<file path="src/core/sram_port_pkg.sv">
// Shared widths, encodings and state enumerations for the pipelined SRAM port.
// Assumes one 20 MHz system clock; all pins are sampled on its rising edge.
package sram_port_pkg;

    localparam int ADDR_W = 19;
    localparam int LANES = 2;
    localparam int LANE_W = 9;
    localparam int DATA_W = 18;
    localparam int BURST_W = 2;
    localparam logic [BURST_W-1:0] BURST_STEP_FIRST = 2'h0;
    localparam logic [BURST_W-1:0] BURST_STEP_ONE = 2'h1;

    localparam real CLK_PERIOD_NS = 50.0;

    typedef enum logic [1:0] {op_none, op_read, op_write} op_type;

    typedef struct packed {
        op_type op;
        logic [ADDR_W-1:0] addr;
        logic [LANES-1:0] lane_wr;
    } cmd_type;

    localparam int IR_W = 2;
    localparam int ID_W = 32;
    localparam logic [IR_W-1:0] IR_IDCODE = 2'h1;
    localparam logic [IR_W-1:0] IR_BYPASS = 2'h3;
    localparam logic [IR_W-1:0] IR_CAPTURE = 2'h1;
    localparam logic [ID_W-1:0] DR_CLEAR = 32'h0000_0000;

    typedef enum logic [3:0] {
        tap_reset, tap_idle, tap_sel_dr, tap_cap_dr, tap_shift_dr, tap_exit1_dr,
        tap_pause_dr, tap_exit2_dr, tap_upd_dr, tap_sel_ir, tap_cap_ir, tap_shift_ir,
        tap_exit1_ir, tap_pause_ir, tap_exit2_ir, tap_upd_ir
    } tap_state_type;

endpackage

</file>
<file path="src/core/sram_port.sv">
// Synchronous control port of an 18-bit pipelined burst SRAM, with its scan port.
// Assumes a two-port cell array outside: asynchronous read, write committed on the clock.
//
// Overview of operation
// - Clock gate high at an edge: the edge is ignored; pipeline and burst state hold, while write strobe, standby and output enables still update.
// - Read/write sampled at load fixes the direction for the whole burst.
// - Data moves exactly two cycles after its address and control were sampled.
// - Everything acts on the rising edge, output enable, snooze and burst order included; output enable and snooze also act on gated edges.
// - Any chip select false with load sampled starts a deselect cycle.
// - Two cycles after a deselect the data pins float; pending transfers finish.
// - Active-high select behaves like the active-low ones; all three must be true.
// - Output enable high keeps the data pins floating.
// - Load with the chip selected captures address and control, starting an access.
// - Advance steps the burst counter of the burst in progress.
// - On advance the address pins and read/write are ignored.
// - Burst order high selects interleaved order, low selects linear order.
// - Snooze high puts the device in standby.
// - Write data in and read data out are registered; bus is two byte lanes.
// - A boundary-scan test port with mode, data in, clock and data out.
// - Low two address bits at load seed the burst counter.
// - Per-lane active-low byte writes, valid each write cycle, used two cycles later.
// - After the fourth address the counter wraps and keeps counting.
`timescale 1ns/1ps
module sram_port (
    input wire logic clk_sys_i,
    input wire logic rst_i,
    input wire logic clk_gate_b_i,
    input wire logic [sram_port_pkg::ADDR_W-1:0] addr_i,
    input wire logic read_not_write_i,
    input wire logic advance_or_load_i,
    input wire logic chip_sel_b_i,
    input wire logic chip_sel_low_b_i,
    input wire logic chip_sel_high_i,
    input wire logic [sram_port_pkg::LANES-1:0] byte_write_low_i,
    input wire logic out_en_b_i,
    input wire logic snooze_request_i,
    input wire logic burst_order_i,
    input wire logic [sram_port_pkg::DATA_W-1:0] data_pin_i,
    output logic [sram_port_pkg::DATA_W-1:0] data_pin_o,
    output logic [sram_port_pkg::LANES-1:0] data_pin_oe_o,
    output logic [sram_port_pkg::ADDR_W-1:0] core_rd_addr_o,
    output logic core_rd_o,
    input wire logic [sram_port_pkg::DATA_W-1:0] core_rd_data_i,
    output logic [sram_port_pkg::ADDR_W-1:0] core_wr_addr_o,
    output logic core_wr_o,
    output logic [sram_port_pkg::LANES-1:0] core_wr_lane_o,
    output logic [sram_port_pkg::DATA_W-1:0] core_wr_data_o,
    output logic standby_o,
    input wire logic test_clk_i,
    input wire logic test_mode_i,
    input wire logic test_data_i,
    output logic test_data_o,
    output logic test_data_oe_o
);

    typedef struct packed {
        // Burst tracker
        logic burst_live;
        sram_port_pkg::op_type burst_op;
        logic [sram_port_pkg::ADDR_W-1:0] burst_base;
        logic [sram_port_pkg::BURST_W-1:0] burst_start;
        logic [sram_port_pkg::BURST_W-1:0] burst_step;
        // Two-stage command pipeline
        sram_port_pkg::cmd_type stage1;
        sram_port_pkg::cmd_type stage2;
        // Array side
        logic [sram_port_pkg::ADDR_W-1:0] rd_addr;
        logic rd;
        logic [sram_port_pkg::ADDR_W-1:0] wr_addr;
        logic wr;
        logic [sram_port_pkg::LANES-1:0] wr_lane;
        logic [sram_port_pkg::DATA_W-1:0] wr_data;
        // Pin side
        logic [sram_port_pkg::DATA_W-1:0] dout;
        logic drive;
        logic [sram_port_pkg::LANES-1:0] dout_oe;
        logic standby;
    } port_type;

    port_type cur;
    port_type next_cur;

    logic selected;
    logic edge_live;
    logic [sram_port_pkg::BURST_W-1:0] next_step;
    logic [sram_port_pkg::BURST_W-1:0] burst_off;
    sram_port_pkg::cmd_type issue;
    logic [sram_port_pkg::DATA_W-1:0] fwd_data;

    // Last-written data bypasses the array when a read lands on it one edge early
    genvar lane;
    generate
        for (lane = 0; lane < sram_port_pkg::LANES; lane++)
        begin : g_fwd
            localparam int LO = lane * sram_port_pkg::LANE_W;
            logic hit;
            assign hit = cur.wr && cur.wr_lane[lane] && (cur.wr_addr == cur.rd_addr);
            assign fwd_data[LO +: sram_port_pkg::LANE_W] = hit ?
                cur.wr_data[LO +: sram_port_pkg::LANE_W] :
                core_rd_data_i[LO +: sram_port_pkg::LANE_W];
        end
    endgenerate

    always_comb
    begin
        next_cur = cur;
        // All three selects must be true at once
        selected = ~chip_sel_b_i & ~chip_sel_low_b_i & chip_sel_high_i;
        // Snooze freezes the pipeline as a held clock would
        edge_live = ~clk_gate_b_i & ~snooze_request_i;
        next_step = cur.burst_step + sram_port_pkg::BURST_STEP_ONE;
        if (burst_order_i)
            burst_off = cur.burst_start ^ next_step;
        else
            burst_off = cur.burst_start + next_step;
        issue = '0;

        // Array write strobe is a single pulse even if the next edge is gated
        next_cur.wr = 1'b0;
        next_cur.standby = snooze_request_i;

        if (edge_live)
        begin
            if (!advance_or_load_i)
            begin
                if (selected)
                begin
                    // New access: address, direction and burst seed captured
                    next_cur.burst_live = 1'b1;
                    next_cur.burst_op = read_not_write_i ? sram_port_pkg::op_read : sram_port_pkg::op_write;
                    next_cur.burst_base = addr_i;
                    next_cur.burst_start = addr_i[sram_port_pkg::BURST_W-1:0];
                    next_cur.burst_step = sram_port_pkg::BURST_STEP_FIRST;
                    issue.op = next_cur.burst_op;
                    issue.addr = addr_i;
                end
                else
                begin
                    // Deselect ends any burst; older transfers still drain
                    next_cur.burst_live = 1'b0;
                    issue.op = sram_port_pkg::op_none;
                end
            end
            else if (cur.burst_live)
            begin
                // Pins for address and direction are not looked at here
                next_cur.burst_step = next_step;
                issue.op = cur.burst_op;
                issue.addr = {cur.burst_base[sram_port_pkg::ADDR_W-1:sram_port_pkg::BURST_W], burst_off};
            end
            // Byte enables count only on write cycles
            if (issue.op == sram_port_pkg::op_write)
                issue.lane_wr = ~byte_write_low_i;

            next_cur.stage1 = issue;
            next_cur.stage2 = cur.stage1;

            // Second edge: present the read address to the array
            next_cur.rd = (cur.stage1.op == sram_port_pkg::op_read);
            if (cur.stage1.op == sram_port_pkg::op_read)
                next_cur.rd_addr = cur.stage1.addr;

            // Third edge: the transfer of the command sampled two edges back
            if (cur.stage2.op == sram_port_pkg::op_write)
            begin
                next_cur.wr = |cur.stage2.lane_wr;
                next_cur.wr_addr = cur.stage2.addr;
                next_cur.wr_lane = cur.stage2.lane_wr;
                next_cur.wr_data = data_pin_i;
            end
            next_cur.drive = (cur.stage2.op == sram_port_pkg::op_read);
            if (cur.stage2.op == sram_port_pkg::op_read)
                next_cur.dout = fwd_data;
        end

        // Output enable gates the drivers each cycle even while the clock is held
        next_cur.dout_oe = {sram_port_pkg::LANES{next_cur.drive & ~out_en_b_i & ~snooze_request_i}};
    end

    always_ff @(posedge clk_sys_i or posedge rst_i)
    begin
        if (rst_i)
            cur <= '0;
        else
            cur <= next_cur;
    end

    assign data_pin_o = cur.dout;
    assign data_pin_oe_o = cur.dout_oe;
    assign core_rd_addr_o = cur.rd_addr;
    assign core_rd_o = cur.rd;
    assign core_wr_addr_o = cur.wr_addr;
    assign core_wr_o = cur.wr;
    assign core_wr_lane_o = cur.wr_lane;
    assign core_wr_data_o = cur.wr_data;
    assign standby_o = cur.standby;

    sram_scan_tap u_tap (
        .clk_sys_i(clk_sys_i),
        .rst_i(rst_i),
        .test_clk_i(test_clk_i),
        .test_mode_i(test_mode_i),
        .test_data_i(test_data_i),
        .test_data_o(test_data_o),
        .test_data_oe_o(test_data_oe_o)
    );

endmodule

</file>
<file path="src/core/sram_scan_tap.sv">
// Boundary-scan test access port: state machine, instruction register, bypass and identity.
// Assumes the test clock is an ordinary input sampled on clk_sys_i, well below its rate.
`timescale 1ns/1ps
module sram_scan_tap #(
    parameter logic [31:0] ID_VALUE = 32'h0000_0001 // Arbitrary identity value
)(
    input wire logic clk_sys_i,
    input wire logic rst_i,
    input wire logic test_clk_i,
    input wire logic test_mode_i,
    input wire logic test_data_i,
    output logic test_data_o,
    output logic test_data_oe_o
);
    typedef struct packed {
        logic tck_prev;
        sram_port_pkg::tap_state_type st;
        logic [sram_port_pkg::IR_W-1:0] ir;
        logic [sram_port_pkg::IR_W-1:0] ir_sh;
        logic [sram_port_pkg::ID_W-1:0] dr;
        logic tdo;
        logic tdo_oe;
    } tap_type;

    tap_type cur;
    tap_type next_cur;
    sram_port_pkg::tap_state_type nst;
    logic rise;
    logic fall;
    logic is_id;

    always_comb
    begin
        next_cur = cur;
        next_cur.tck_prev = test_clk_i;
        rise = test_clk_i & ~cur.tck_prev;
        fall = ~test_clk_i & cur.tck_prev;
        is_id = (cur.ir == sram_port_pkg::IR_IDCODE);
        nst = cur.st;
        unique case (cur.st)
            sram_port_pkg::tap_reset: nst = test_mode_i ? sram_port_pkg::tap_reset : sram_port_pkg::tap_idle;
            sram_port_pkg::tap_idle: nst = test_mode_i ? sram_port_pkg::tap_sel_dr : sram_port_pkg::tap_idle;
            sram_port_pkg::tap_sel_dr: nst = test_mode_i ? sram_port_pkg::tap_sel_ir : sram_port_pkg::tap_cap_dr;
            sram_port_pkg::tap_cap_dr: nst = test_mode_i ? sram_port_pkg::tap_exit1_dr : sram_port_pkg::tap_shift_dr;
            sram_port_pkg::tap_shift_dr: nst = test_mode_i ? sram_port_pkg::tap_exit1_dr : sram_port_pkg::tap_shift_dr;
            sram_port_pkg::tap_exit1_dr: nst = test_mode_i ? sram_port_pkg::tap_upd_dr : sram_port_pkg::tap_pause_dr;
            sram_port_pkg::tap_pause_dr: nst = test_mode_i ? sram_port_pkg::tap_exit2_dr : sram_port_pkg::tap_pause_dr;
            sram_port_pkg::tap_exit2_dr: nst = test_mode_i ? sram_port_pkg::tap_upd_dr : sram_port_pkg::tap_shift_dr;
            sram_port_pkg::tap_upd_dr: nst = test_mode_i ? sram_port_pkg::tap_sel_dr : sram_port_pkg::tap_idle;
            sram_port_pkg::tap_sel_ir: nst = test_mode_i ? sram_port_pkg::tap_reset : sram_port_pkg::tap_cap_ir;
            sram_port_pkg::tap_cap_ir: nst = test_mode_i ? sram_port_pkg::tap_exit1_ir : sram_port_pkg::tap_shift_ir;
            sram_port_pkg::tap_shift_ir: nst = test_mode_i ? sram_port_pkg::tap_exit1_ir : sram_port_pkg::tap_shift_ir;
            sram_port_pkg::tap_exit1_ir: nst = test_mode_i ? sram_port_pkg::tap_upd_ir : sram_port_pkg::tap_pause_ir;
            sram_port_pkg::tap_pause_ir: nst = test_mode_i ? sram_port_pkg::tap_exit2_ir : sram_port_pkg::tap_pause_ir;
            sram_port_pkg::tap_exit2_ir: nst = test_mode_i ? sram_port_pkg::tap_upd_ir : sram_port_pkg::tap_shift_ir;
            sram_port_pkg::tap_upd_ir: nst = test_mode_i ? sram_port_pkg::tap_sel_dr : sram_port_pkg::tap_idle;
        endcase
        if (rise)
        begin
            next_cur.st = nst;
            unique case (cur.st)
                sram_port_pkg::tap_reset: next_cur.ir = sram_port_pkg::IR_IDCODE;
                sram_port_pkg::tap_cap_dr: next_cur.dr = is_id ? ID_VALUE : sram_port_pkg::DR_CLEAR;
                sram_port_pkg::tap_shift_dr:
                begin
                    // Bypass is a one-bit path, identity a full-width shift
                    if (is_id)
                        next_cur.dr = {test_data_i, cur.dr[sram_port_pkg::ID_W-1:1]};
                    else
                        next_cur.dr = {cur.dr[sram_port_pkg::ID_W-1:1], test_data_i};
                end
                sram_port_pkg::tap_cap_ir: next_cur.ir_sh = sram_port_pkg::IR_CAPTURE;
                sram_port_pkg::tap_shift_ir: next_cur.ir_sh = {test_data_i, cur.ir_sh[sram_port_pkg::IR_W-1]};
                sram_port_pkg::tap_upd_ir: next_cur.ir = cur.ir_sh;
                default: next_cur.ir = cur.ir;
            endcase
        end
        // Output changes on the falling test clock so the far end samples it on the rise
        if (fall)
        begin
            next_cur.tdo_oe = (cur.st == sram_port_pkg::tap_shift_dr) || (cur.st == sram_port_pkg::tap_shift_ir);
            next_cur.tdo = (cur.st == sram_port_pkg::tap_shift_ir) ? cur.ir_sh[0] : cur.dr[0];
        end
    end

    always_ff @(posedge clk_sys_i or posedge rst_i)
    begin
        if (rst_i)
            cur <= '0;
        else
            cur <= next_cur;
    end

    assign test_data_o = cur.tdo;
    assign test_data_oe_o = cur.tdo_oe;

endmodule

</file>
<file path="config.mk">
export PLATFORM = sky130hd
export DESIGN_NAME = sram_port
export DESIGN_NICKNAME = d
export VERILOG_FILES = /design/src/core/sram_port_pkg.sv /design/src/core/sram_port.sv /design/src/core/sram_scan_tap.sv
export SDC_FILE = /design/constraint.sdc
export NUM_CORES = 1
export LEC_CHECK = 0
export BUFFER_PORTS_ARGS = -buffer_cell sky130_fd_sc_hd__buf_4
export CAP_MARGIN = 15
export CELL_PAD_IN_SITES_DETAIL_PLACEMENT = 0
export CELL_PAD_IN_SITES_GLOBAL_PLACEMENT = 2
export CORE_MARGIN = 8
export CORE_UTILIZATION = 39
export DETAILED_ROUTE_END_ITERATION = 8
export GPL_ROUTABILITY_DRIVEN = 0
export PLACE_DENSITY = 0.89
export SLEW_MARGIN = 20
export SYNTH_ARGS = -nofsm -noshare
export SYNTH_HDL_FRONTEND = slang
export SYNTH_SLANG_ARGS = --single-unit
</file>
<file path="constraint.sdc">
create_clock -name clk_sys_i -period 13.5 [get_ports clk_sys_i]
set_clock_uncertainty 0.05 [all_clocks]
set_input_delay 0.675 -clock clk_sys_i [delete_from_list [all_inputs] [get_ports clk_sys_i]]
set_output_delay 0.675 -clock clk_sys_i [all_outputs]
set_load 0.02 [all_outputs]
</file>
* Yosys cells after proc, flatten, opt, wreduce, memory -nomap -nowiden *
Index checks and enable logic that the tools add are counted.

cells by class
  reduce and logical (&&, ||, !) cells = 24
  add/subtract/negate cells = 2
  eq/ne operators = 23
  mux-type cells = 36
  bitwise gates (word level) = 17

operators by type and width
  cell                                                 number
  2-to-1 mux 21 bit                                    4
  one-hot mux 32 bit (2 select lines)                  1
  one-hot mux 4 bit (12 select lines)                  1
  2-to-1 mux 40 bit                                    1
  equality test 4 bit, second input constant           8
  2-to-1 mux 32 bit                                    1
  2-to-1 mux 2 bit                                     10
  equality test 19 bit                                 1
  2-to-1 mux 19 bit                                    1
  2-to-1 mux 18 bit                                    1
  2-to-1 mux 9 bit                                     2
  equality test 4 x 3 -> 1 bit, second input constant  4
  2-to-1 mux 4 bit                                     4
  AND reduction 2 bit                                  7
  AND reduction 3 bit                                  3
  equality test 4 x 2 -> 1 bit, second input constant  2
  NOT 1 bit                                            8
  one-hot mux 2 bit (2 select lines)                   2
  nonzero test 2 bit                                   4
  AND 1 bit                                            7
  equality test 2 x 1 -> 1 bit, second input constant  3
  2-to-1 mux 1 bit                                     6
  2-to-1 mux 3 bit                                     2
  OR reduction 2 bit                                   3
  11 further kinds                                     16

storage, ports and cells
  output and inout bits = 83
  logic and storage cells = 131
  bits in registers = 196

* Logic depth before layout (Yosys ltp) *
Gate-level depths: netlist of the first run.

  word-level depth = 8
  gate-level depth with buffers = 7
  mapped depth without buffers = 7

* Modules after synthesis *
From an unflattened synthesis of the first run, not the netlist that was laid out.

unflattened totals
  cell total of the unflattened synthesis = 732
  area, all modules = 8675.8 µm²

by module, submodules not included
  module         sequential area each (µm²)  cells an instance  times used  area each (µm²)
  sram_port      3778.6                      574                1           6810.3
  sram_scan_tap  1076.0                      158                1           1865.5

* Worst setup path after synthesis of the first run *
Ideal clock, no wire load.

  kind = in2reg
  start = input clk_gate_b_i
  end = register cur, in the netlist core_wr_addr_o[0]
  arrival = 1.931 ns
  setup slack = 11.391 ns
  stages = 5
  path buffers = 2
  library setup time = 0.128 ns
  path through = or2_1 -> clkbuf_1 -> nor3b_1 -> buf_2 -> mux2_1

on the way
  cells in the longest elaborated chain, start to end = 3

ends and longest elaborated chain
  element                               RTL line          text
  start, declared                       sram_port.sv:27   input wire logic clk_gate_b_i,
  NOT 1 bit                             sram_port.sv:110  edge_live = ~clk_gate_b_i & ~snooze_request_i;
  AND 1 bit                             sram_port.sv:110
  AND reduction 2 bit (no source line)  -
  end signal, assigned                  sram_port.sv:185  cur <= next_cur;
  end, declared                         sram_port.sv:80   port_type cur;

Every way passes these cells.
A chain may end at the register's enable or synchronous reset.

* Final worst setup path of the first run *
  start = input clk_gate_b_i
  end = register cur, in the netlist data_pin_o[4]

The elaborated chain is that of the path after synthesis.

==> results by group, run 1 <==
Synth
  – Asr flop ratio synth: 1.000
  – Post-synth top area share: 0.5664
  – Post-Synthesis Cells: 736
  – Leading post-synthesis cells by cell area: dfrtp_1 (57%), mux2_1 (10%), buf_4 (6.8%)
  – Syn_nets: 808
  – Top_reg_cell synth: dfrtp_1
  – Area leader, netlist: dfrtp_1
  – Seq/Total Area, Yosys: 0.5664
  – Syn_area_per_cell: 11.65 um^2
  – Synth cell types: 47
  – Synthesized area: 8571 um^2
  – Register bit total from synthesis: 194
  – Yosys Warn Count: 0
  – Number of flops mapped to enable cells by yosys: 0

Worst setup path
  – FF-to-FF setup slack: 11060 ps
  – Startpoint Class: primary input
  – Reg2reg end: data_pin_o[4]$_DFFE_PP0P_
  – CP max FO: 51
  – CP delay by family, top: compound AO/OA/AOI/OAI gates
  – WS Path Type: in2reg
  – Crit-path cells: buf_4 -> nor2_4 -> buf_4 -> nand3b_1 -> a31oi_1 -> a221o_1
  – CP arrival: 3060 ps
  – CP Buf/Inv Count: 2
  – Worst R2R Start: core_rd_addr_o[3]$_DFFE_PP0P_
  – CP max stage delay: 810 ps
  – Crit. path cell count: 6
  – CP max-delay cell: a31oi_1
  – Register-to-Register Path Depth: 5
  – Critical Path Sink Type: flop
  – Critical Path Source: clk_gate_b_i
  – Required @ worst endpoint: 13810 ps
  – CP Capture Point: data_pin_o[4]$_DFFE_PP0P_
  – Crit-path most repeated cell: buf_4

Clocking
  – H-tree depth: 4
  – CTS max path bufs: 2
  – CTS tree: built
  – Cts hold-fix bufs: 0
  – Worst-path clk slew: 70 ps
  – Root Buffer: clkbuf_16
  – Clk_lat worst skew: 420 ps
  – Setup Buffers After CTS: 0
  – Gates resized, CTS repair: 0
  – TritonCTS buffer count: 17
  – Sink Count: 194

Floorplan
  – Die Ht: 164.2 um
  – I/O pins: 154
  – Chip Width: 164.2 um
  – Core area: 21690 um^2
  – DIE AREA: 26980 um^2
  – Cell row count: 54
  – Starting Density: 0.3952

GRT
  – Total overflow reported by the global router: 0
  – Largest net degree at the start of global routing: 123
  – Vias in the first global route: 5330
  – Initial antenna violation count: 3
  – First-pass GRT wire length: 30.33 mm
  – All-layer global routing usage: 0.1427

Routing
  – DRT Pass-1 Iters: 4
  – Number of remaining DRC errors: 0
  – Post-route ant nets: 0
  – DRT iter0 DRCs: 401
  – Vias: 5483
  – WL final: 19.16 mm
  – Via-to-Cell Ratio: 5.040
  – Wire length per cell: 17.61 um

STA
  – RSZ-0062 raised after global routing: no
  – Worst-margin pin slew: 979.7 ps
  – Crit share post-route: 0.2033
  – Final Slew Violations: 0
  – Fin. Hold Viols: 0
  – Endpoints failing setup: 0
  – Max_slew headroom: 0.3469
  – Tmin final: 2745 ps
  – Final TNS setup: 0 ps
  – Top achievable clock speed: 364.3 MHz

Final layout
  – P&R area growth vs syn: 16.45%
  – Final net count: 867
  – FF+latch area: 4855 um^2
  – Ant. Diodes: 0
  – Post-Layout Cell Count: 1088
  – Multi-input gate area: 2957 um^2
  – Filler cells: 2019
  – Share of cells above drive strength 1: 0.2488

Placed design
  – PortBufs: 153
  – Hpwl dp: 13.27 mm
  – Placed cells: 1056

Power
  – Leak: 0.004752 uW
  – Pwr dens: 198.8 nW/um^2
  – Max VDD drop: 0.08869 mV

Run
  – # Max-Cap Violations: 0

Status
  – Status: finished clean

Min path
  – HP Class: in2reg
metrics by stage:
step	hold WS, ps	worst slack (ps)	utilization	power [uW]	cell area (um^2)
floorplan	384.9	7491	-	1362	8571
global placement	398.4	10320	0.4333	1494	9397
detailed placement	401.7	10310	0.4333	1505	9397
CTS	309.5	10770	0.4602	2010	9981
global route	303.9	10540	0.4602	2100	9981
finish	327.0	10750	0.4602	1984	9981
Yosys cell counts (6+ instances only):
cell type and n:
a221oi_1 20, buf_2 16, a21oi_1 10, a221o_1 18, and2_1 20, nor2_1 51, a31oi_1 8, clkbuf_1 26
mux2_1 79, o21ai_1 12, dfrtp_1 194, a22o_1 33, xnor2_1 22, nand2_1 87, nand3_1 6, buf_4 78
layer usage:
metal,track usage,vias up,wire [um]
met4,0.03471,6,143
met3,0.05013,16,1825
met5,0,-,41
met1,0.1928,2697,8718
li1,-,2611,-
met2,0.2153,153,8434
cell type report:
class / instances / share of cell area
clock buffers: 19 / 0.04438
clock inverters: 13 / 0.01417
inverters: 5 / 0.002633
multi-input cells: 416 / 0.2962
flip-flops and latches: 194 / 0.4864
well taps: 280 / 0.03510
repair buffers: 161 / 0.1211
cell families after synthesis:
family          synth area share
buf+inv                  0.09168
simple gates              0.1020
flops                     0.5664
mux                       0.1063
fa+ha+maj               0.001460
xor+xnor                 0.02248
compound gates            0.1096
power breakdown:
group | leakage [uW] | internal, uW | total [uW] | switching [uW]
combinational | 0.00200 | 293 | 615 | 322
sequential | 0.00247 | 730 | 867 | 137
clock | 0.000284 | 267 | 502 | 235
worst min-delay path by stage:
stage,startpoint,end,depth (start not counted)
final,test_clk_i,u_tap.cur[42]$_DFF_PP0_,1
after global routing,test_clk_i,u_tap.cur[42]$_DFF_PP0_,1
after CTS,test_clk_i,u_tap.cur[42]$_DFF_PP0_,1
after detailed placement,cur[105]$_DFFE_PP0P_,cur[82]$_DFFE_PP0P_,2
after global placement,cur[106]$_DFFE_PP0P_,cur[83]$_DFFE_PP0P_,2
after floorplan,cur[3]$_DFF_PP0_,cur[3]$_DFF_PP0_,2
placed cells by master, fill, tap and decap left out, types with 2 or more instances in the layout:
cell / synthesis / final
a221o_1: 18 / 18
xnor2_1: 22 / 22
nor3b_2: 0 / 2
clkinv_4: 0 / 5
mux2_1: 79 / 79
buf_4: 78 / 161
nor2b_1: 3 / 3
nand2_1: 87 / 87
nor3_1: 3 / 3
and2_1: 20 / 20
dfrtp_1: 194 / 194
nand4_1: 3 / 3
a21o_1: 4 / 4
inv_2: 2 / 2
and4_1: 2 / 2
o21ai_0: 3 / 3
a22o_1: 33 / 33
a21oi_1: 10 / 10
inv_1: 3 / 2
a31oi_1: 8 / 8
or3_1: 2 / 2
o21ai_1: 12 / 12
nor3b_1: 4 / 2
inv_8: 0 / 4
nand3_1: 6 / 6
nor2_1: 51 / 50
clkbuf_16: 0 / 17
a221oi_1: 20 / 20
nand2b_1: 4 / 4
inv_6: 0 / 3
o41ai_1: 2 / 2
nor4_1: 2 / 2
sequential cells by signal (all words and copies together), names as in the netlist:
register,flops
core_wr_data_o,18
data_pin_o,18
u_tap.test_data_o,1
core_rd_o,1
core_wr_o,1
u_tap.cur,41
standby_o,1
cur,71
core_wr_addr_o,19
core_wr_lane_o,2
core_rd_addr_o,19
data_pin_oe_o,1
u_tap.test_data_oe_o,1
No activity file was read; power rests on OpenSTA's default activity.
==> inputs of run 2 (changes only) <==
--- a/config.mk
+++ b/config.mk
@@ -10,10 +10,10 @@
 export CELL_PAD_IN_SITES_DETAIL_PLACEMENT = 0
 export CELL_PAD_IN_SITES_GLOBAL_PLACEMENT = 2
 export CORE_MARGIN = 8
-export CORE_UTILIZATION = 39
+export CORE_UTILIZATION = 33
 export DETAILED_ROUTE_END_ITERATION = 8
 export GPL_ROUTABILITY_DRIVEN = 0
-export PLACE_DENSITY = 0.89
+export PLACE_DENSITY = 0.81
 export SLEW_MARGIN = 20
 export SYNTH_ARGS = -nofsm -noshare
 export SYNTH_HDL_FRONTEND = slang
==> constraint.sdc (replaced) <==
create_clock -name clk_sys_i -period 2.46 [get_ports clk_sys_i]
set_clock_uncertainty 0.05 [all_clocks]
set_input_delay 0.123 -clock clk_sys_i [delete_from_list [all_inputs] [get_ports clk_sys_i]]
set_output_delay 0.123 -clock clk_sys_i [all_outputs]
set_load 0.02 [all_outputs]
==> results by group, run 2 (synthesis gave the netlist of run 1 again) <==
Clocking
  – Worst-path clk slew: 70 ps (about the same)
  – Setup Buffers After CTS: 0 (unchanged)
  – CTS tree: built
  – CTS max path bufs: 2 (unchanged)
  – Clk_lat worst skew: 440 ps (+20 ps)
  – TritonCTS buffer count: 17 (unchanged)
  – Sink Count: 194 (unchanged)
  – H-tree depth: 4 (unchanged)
  – Root Buffer: clkbuf_16

Routing
  – DRT Pass-1 Iters: 5 (+1)
  – WL final: 21.26 mm (+11%)
  – DRT iter0 DRCs: 439 (+9.5%)
  – Vias: 5836 (+6.4%)
  – Post-route ant nets: 0 (unchanged)
  – Number of remaining DRC errors: 0 (unchanged)
  – Via-to-Cell Ratio: 4.776 (-5.2%)
  – Wire length per cell: 17.39 um (-1.2%)

STA
  – Max_slew headroom: 0.4307 (+0.08384)
  – RSZ-0062 raised after global routing: no
  – Final Slew Violations: 0 (unchanged)
  – Crit share post-route: 0.8844
  – Worst-margin pin slew: 850.0 ps (-129.7 ps)
  – Fin. Hold Viols: 0 (unchanged)
  – Hold Slack: 50.40 ps (-276.6 ps)
  – Top achievable clock speed: 459.6 MHz
  – Endpoints failing setup: 0 (unchanged)
  – Tmin final: 2176 ps

Final layout
  – P&R area growth vs syn: 26.44%
  – Most common cell after layout, fill and taps aside: dfrtp_1
  – Share of cells above drive strength 1: 0.2438 (-0.004970)
  – Largest regs: cur (71), u_tap.cur (41)
  – Final net count: 945 (+9.0%)
  – Most frequent cells in the layout: dfrtp_1 (194), buf_4 (171), nand2_1 (87)
  – Max FFs per register: 71 (unchanged)
  – Largest register by flop count: cur
  – Filler cells: 2473 (+22%)

Power
  – Total Power: 11110 uW (+460%)
  – Pwr dens: 1025 nW/um^2 (+420%)
  – Max VDD drop: 0.4975 mV (+460%)
  – Leak: 0.005102 uW (+7.4%)

Placed design
  – Hpwl dp: 14.79 mm (+11%)
  – PortBufs: 153 (unchanged)

Worst setup path
  – Startpoint Class: primary input
  – CP arrival: 2440 ps (-620 ps)
  – Critical Path Sink Type: flop
  – Required @ worst endpoint: 2730 ps (-11080 ps)
  – WS Path Type: in2reg
  – CP max FO: 23 (-55%)

Floorplan
  – Die Ht: 177.2 um (+7.9%)
  – I/O pins: 154 (unchanged)
  – Core area: 25760 um^2 (+19%)
  – Chip Width: 177.2 um (+7.9%)
  – Starting Density: 0.3327 (-0.06251)
  – Cell row count: 59 (+9.3%)
  – DIE AREA: 31380 um^2 (+16%)

GRT
  – Initial antenna violation count: 2 (-1)
  – Vias in the first global route: 5865 (+10%)
  – First-pass GRT wire length: 33.92 mm (+12%)
  – All-layer global routing usage: 0.1377 (-0.004998)
  – Largest net degree at the start of global routing: 73 (-41%)
  – Total overflow reported by the global router: 0 (unchanged)

Run
  – # Max-Cap Violations: 0 (unchanged)

Min path
  – HP Class: in2reg

Status
  – Status: finished clean
## run 2: cell types whose count changed in the layout (fill, tap and decap cells not counted), sizes merged
cell,delta
buf,+13
bufinv,-1
clkbuf,-1
clkinv,+2
diode,+1
dlygate4sd3,+65
## run 2: routing by layer
layer,up-vias,global-route usage,routed length (um),part of all wire
met2,164,0.2087,9265,0.44
li1,2778,-,-,-
met5,-,0,13,0.00061
met3,19,0.04352,1583,0.074
met1,2873,0.1853,10020,0.47
met4,2,0.04098,370,0.017
## run 2: worst max-delay path: stages
cell,delay (ps)
dlygate4sd3_1,550
buf_4,160
or2_2,450
buf_4,310
nand2_1,100
nand2_1,70
nor3b_1,140
dlygate4sd3_1,550
## run 2: layout make-up
class,count,area [um^2],area share
Clock buffer,18,439.2,0.04053
Clock inverter,14,142.6,0.01316
Tap cell,335,419.2,0.03868
Sequential cell,194,4855,0.4480
Timing Repair Buffer,239,1994,0.1840
Multi-Input combinational cell,416,2962,0.2733
Inverter,5,22.52,0.002078
Antenna cell,1,2.502,0.0002309
## run 2: through the flow
stage / std cells / utilization / setup TNS, ps / cell area, um^2 / setup WS [ps]
5_1_grt: 1222 / 0.4206 / 0 / 10840 / 129.2
3_3_place_gp: 1124 / 0.3725 / 0 / 9597 / 146.6
6_report: 1222 / 0.4206 / 0 / 10840 / 284.3
3_5_place_dp: 1124 / 0.3725 / 0 / 9597 / 177.6
2_1_floorplan: 736 / - / -42180 / 8574 / -217.4
4_1_cts: 1221 / 0.4203 / 0 / 10830 / 161.0
## run 2: worst paths after layout
path | startpoint | end | slack (ps) | depth (start not counted)
max | snooze_request_i | data_pin_oe_o[0]$_DFF_PP0_ | 280 | 8
min | test_mode_i | u_tap.cur[38]$_DFFE_PP0P_ | 50 | 4
max reg2reg | core_rd_addr_o[13]$_DFFE_PP0P_ | data_pin_o[4]$_DFFE_PP0P_ | 350 | 6
min reg2reg | cur[84]$_DFFE_PP0P_ | cur[84]$_DFFE_PP0P_ | 430 | 2
max in group asynchronous | rst_i | core_wr_data_o[4]$_DFFE_PP0P_ | 1420 | 4
min in group asynchronous | rst_i | u_tap.cur[39]$_DFFE_PP0P_ | 210 | 3
## run 2: where the power goes
group	switching, uW	internal [uW]	leakage, uW
registers	712	4000	0.00247
logic	1940	1720	0.00234
clock network	1350	1380	0.000290
total	4010	7100	0.00510
## run 2: what timing repair did
| item | 4_1_cts | 5_1_grt |
|---|---|---|
| gates resized for setup | 0 | 1 |
| hold buffers | 65 | 0 |
| endpoints found under the hold margin | 98 | 0 |
| setup endpoints to repair | 0 | 16 |
==> inputs of run 3 (changes only) <==
--- a/config.mk
+++ b/config.mk
@@ -13,6 +13,7 @@
 export CORE_UTILIZATION = 33
 export DETAILED_ROUTE_END_ITERATION = 8
 export GPL_ROUTABILITY_DRIVEN = 0
+export MAX_ROUTING_LAYER = met4
 export PLACE_DENSITY = 0.81
 export SLEW_MARGIN = 20
 export SYNTH_ARGS = -nofsm -noshare
==> results by group, run 3 (synthesis gave the netlist of run 1 again) <==
Placed design
  – Post-DP Area: 9597 um^2 (unchanged)
  – DP Worst Slack: 177.6 ps (unchanged)
  – Placed cells: 1124 (unchanged)
  – Hpwl dp: 14.79 mm (unchanged)
  – PortBufs: 153 (unchanged)

Worst setup path
  – CP max FO: 23 (unchanged)
  – Critical Path Sink Type: flop
  – WS Path Type: in2reg
  – CP Capture Point: data_pin_oe_o[0]$_DFF_PP0_
  – Startpoint Class: primary input
  – CP arrival: 2450 ps (about the same)
  – FF-to-FF setup slack: 360 ps (about the same)
  – Worst R2R Start: core_rd_addr_o[13]$_DFFE_PP0P_
  – Required @ worst endpoint: 2730 ps (about the same)
  – Critical Path Source: snooze_request_i
  – Register-to-Register Path Depth: 6 (unchanged)
  – Reg2reg end: data_pin_o[4]$_DFFE_PP0P_

Final layout
  – Largest regs: cur (71), u_tap.cur (41)
  – Share of cells above drive strength 1: 0.2438 (unchanged)
  – Largest register by flop count: cur
  – Max FFs per register: 71 (unchanged)
  – Filler cells: 2475 (+0.081%)
  – Most common cell after layout, fill and taps aside: dfrtp_1
  – Final Instance Area: 10840 um^2 (about the same)
  – Most frequent cells in the layout: dfrtp_1 (194), buf_4 (171), nand2_1 (87)
  – Post-Layout Cell Count: 1223 (+0.082%)
  – Finished Core Util: 0.4207 (about the same)
  – Final net count: 945 (unchanged)
  – P&R area growth vs syn: 26.47% (about the same)

STA
  – Final worst slack: 282.3 ps (-1.982 ps)
  – Worst-margin pin slew: 844.3 ps (-5.675 ps)
  – Endpoints failing setup: 0 (unchanged)
  – Top achievable clock speed: 459.2 MHz (about the same)
  – RSZ-0062 raised after global routing: no
  – Fin. Hold Viols: 0 (unchanged)
  – Max_slew headroom: 0.4345 (+0.003801)
  – Final Slew Violations: 0 (unchanged)
  – Tmin final: 2178 ps (+1.982 ps)
  – Crit share post-route: 0.8852 (about the same)

Routing
  – Post-route ant nets: 0 (unchanged)
  – Wl on met1: 9.938 mm (-0.84%)
  – WL met2: 9.313 mm (+0.52%)
  – Vias: 5826 (-0.17%)
  – Wire length per cell: 17.40 um (about the same)
  – Via-to-Cell Ratio: 4.764 (-0.25%)
  – Routed wl met3: 1.640 mm (+3.6%)
  – WL final: 21.28 mm (+0.13%)
  – DRT iter0 DRCs: 440 (+0.23%)
  – Top Layer Used: met4
  – Number of remaining DRC errors: 0 (unchanged)
  – DRT Pass-1 Iters: 4 (-1)

Power
  – Reg power frac: 0.424 (about the same)
  – Max VDD drop: 0.4976 mV (about the same)
  – Net Switching: 4013 uW (+0.10%)
  – Int Power: 7103 uW (about the same)
  – Clk pwr share: 0.246 (about the same)
  – Sw Share: 0.3610 (about the same)
  – Leak: 0.005102 uW (about the same)
  – Pwr dens: 1026 nW/um^2 (about the same)
  – Total Power: 11120 uW (about the same)
  – Gate power share: 0.330 (about the same)

GRT
  – Initial antenna violation count: 2 (unchanged)
  – First-pass GRT wire length: 33.95 mm (about the same)
  – Vias in the first global route: 5874 (+0.15%)
  – All-layer global routing usage: 0.1416 (+0.003941)
  – Total overflow reported by the global router: 0 (unchanged)
  – Largest net degree at the start of global routing: 73 (unchanged)

Clocking
  – CTS tree: built
  – Worst-path clk slew: 70 ps (about the same)
  – Clk_lat worst skew: 440 ps (about the same)
  – CTS max path bufs: 2 (unchanged)
  – H-tree depth: 4 (unchanged)
  – TritonCTS buffer count: 17 (unchanged)
  – Sink Count: 194 (unchanged)
  – Root Buffer: clkbuf_16

Floorplan
  – Cell row count: 59 (unchanged)
  – Die Ht: 177.2 um (unchanged)
  – Chip Width: 177.2 um (unchanged)
  – I/O pins: 154 (unchanged)
  – Core area: 25760 um^2 (unchanged)
  – Starting Density: 0.3327 (unchanged)
  – DIE AREA: 31380 um^2 (unchanged)

Run
  – # Max-Cap Violations: 0 (unchanged)

Min path
  – HP Class: in2reg

Status
  – Status: finished clean
## run 3: worst max-delay path, stage by stage
cell           delay, ps
dlygate4sd3_1        550
buf_4                160
or2_2                450
buf_4                310
nand2_1              100
nand2_1               70
nor3b_1              140
dlygate4sd3_1        550
## run 3: routing by layer
| metal | GRT usage | vias to the layer above |
|---|---|---|
| met5 | - | - |
| met2 | 0.2090 | 171 |
| met1 | 0.1851 | 2860 |
| li1 | - | 2776 |
| met4 | 0.04413 | 0 |
| met3 | 0.04118 | 19 |
## run 3: power by group through the flow
| stage | registers (uW) | logic, uW | clock network, uW |
|---|---|---|---|
| floorplan | 4520 | 2960 | 0 |
| global placement | 4750 | 3600 | 0 |
| detailed placement | 4780 | 3610 | 0 |
| CTS | 4710 | 3710 | 2840 |
| global route | 4840 | 3970 | 2950 |
| finish | 4720 | 3660 | 2740 |
## run 3: worst min path at each step
stage | start | to | cells after the start
6_report | test_mode_i | u_tap.cur[38]$_DFFE_PP0P_ | 4
5_1_grt | test_mode_i | u_tap.cur[41]$_DFFE_PP0P_ | 4
4_1_cts | test_mode_i | u_tap.cur[38]$_DFFE_PP0P_ | 4
3_5_place_dp | rst_i | u_tap.cur[39]$_DFFE_PP0P_ | 2
3_3_place_gp | rst_i | u_tap.cur[39]$_DFFE_PP0P_ | 2
2_1_floorplan | snooze_request_i | standby_o$_DFF_PP0_ | 0
## run 3: repair_timing
action	CTS	global route
buffers inserted	0	0
hold buffers	65	0
resized for setup	0	1
endpoints found under the setup margin	0	18
endpoints found under the hold margin	98	0
## run 3: metrics by stage
step / hold WS (ps) / TNS, ps
floorplan: 104.4 / -42180
global placement: 128.6 / 0
detailed placement: 131.6 / 0
CTS: 27.17 / 0
global route: 72.69 / 0
finish: 49.27 / 0
## run 3: area by class of cell
class / instances / area (um^2) / area share
flip-flops and latches: 194 / 4855 / 0.4479
multi-input cells: 416 / 2962 / 0.2732
repair buffers: 239 / 1994 / 0.1840
clock buffers: 18 / 439.2 / 0.04052
well taps: 335 / 419.2 / 0.03867
clock inverters: 14 / 142.6 / 0.01316
inverters: 5 / 22.52 / 0.002078
diodes: 2 / 5.005 / 0.0004617
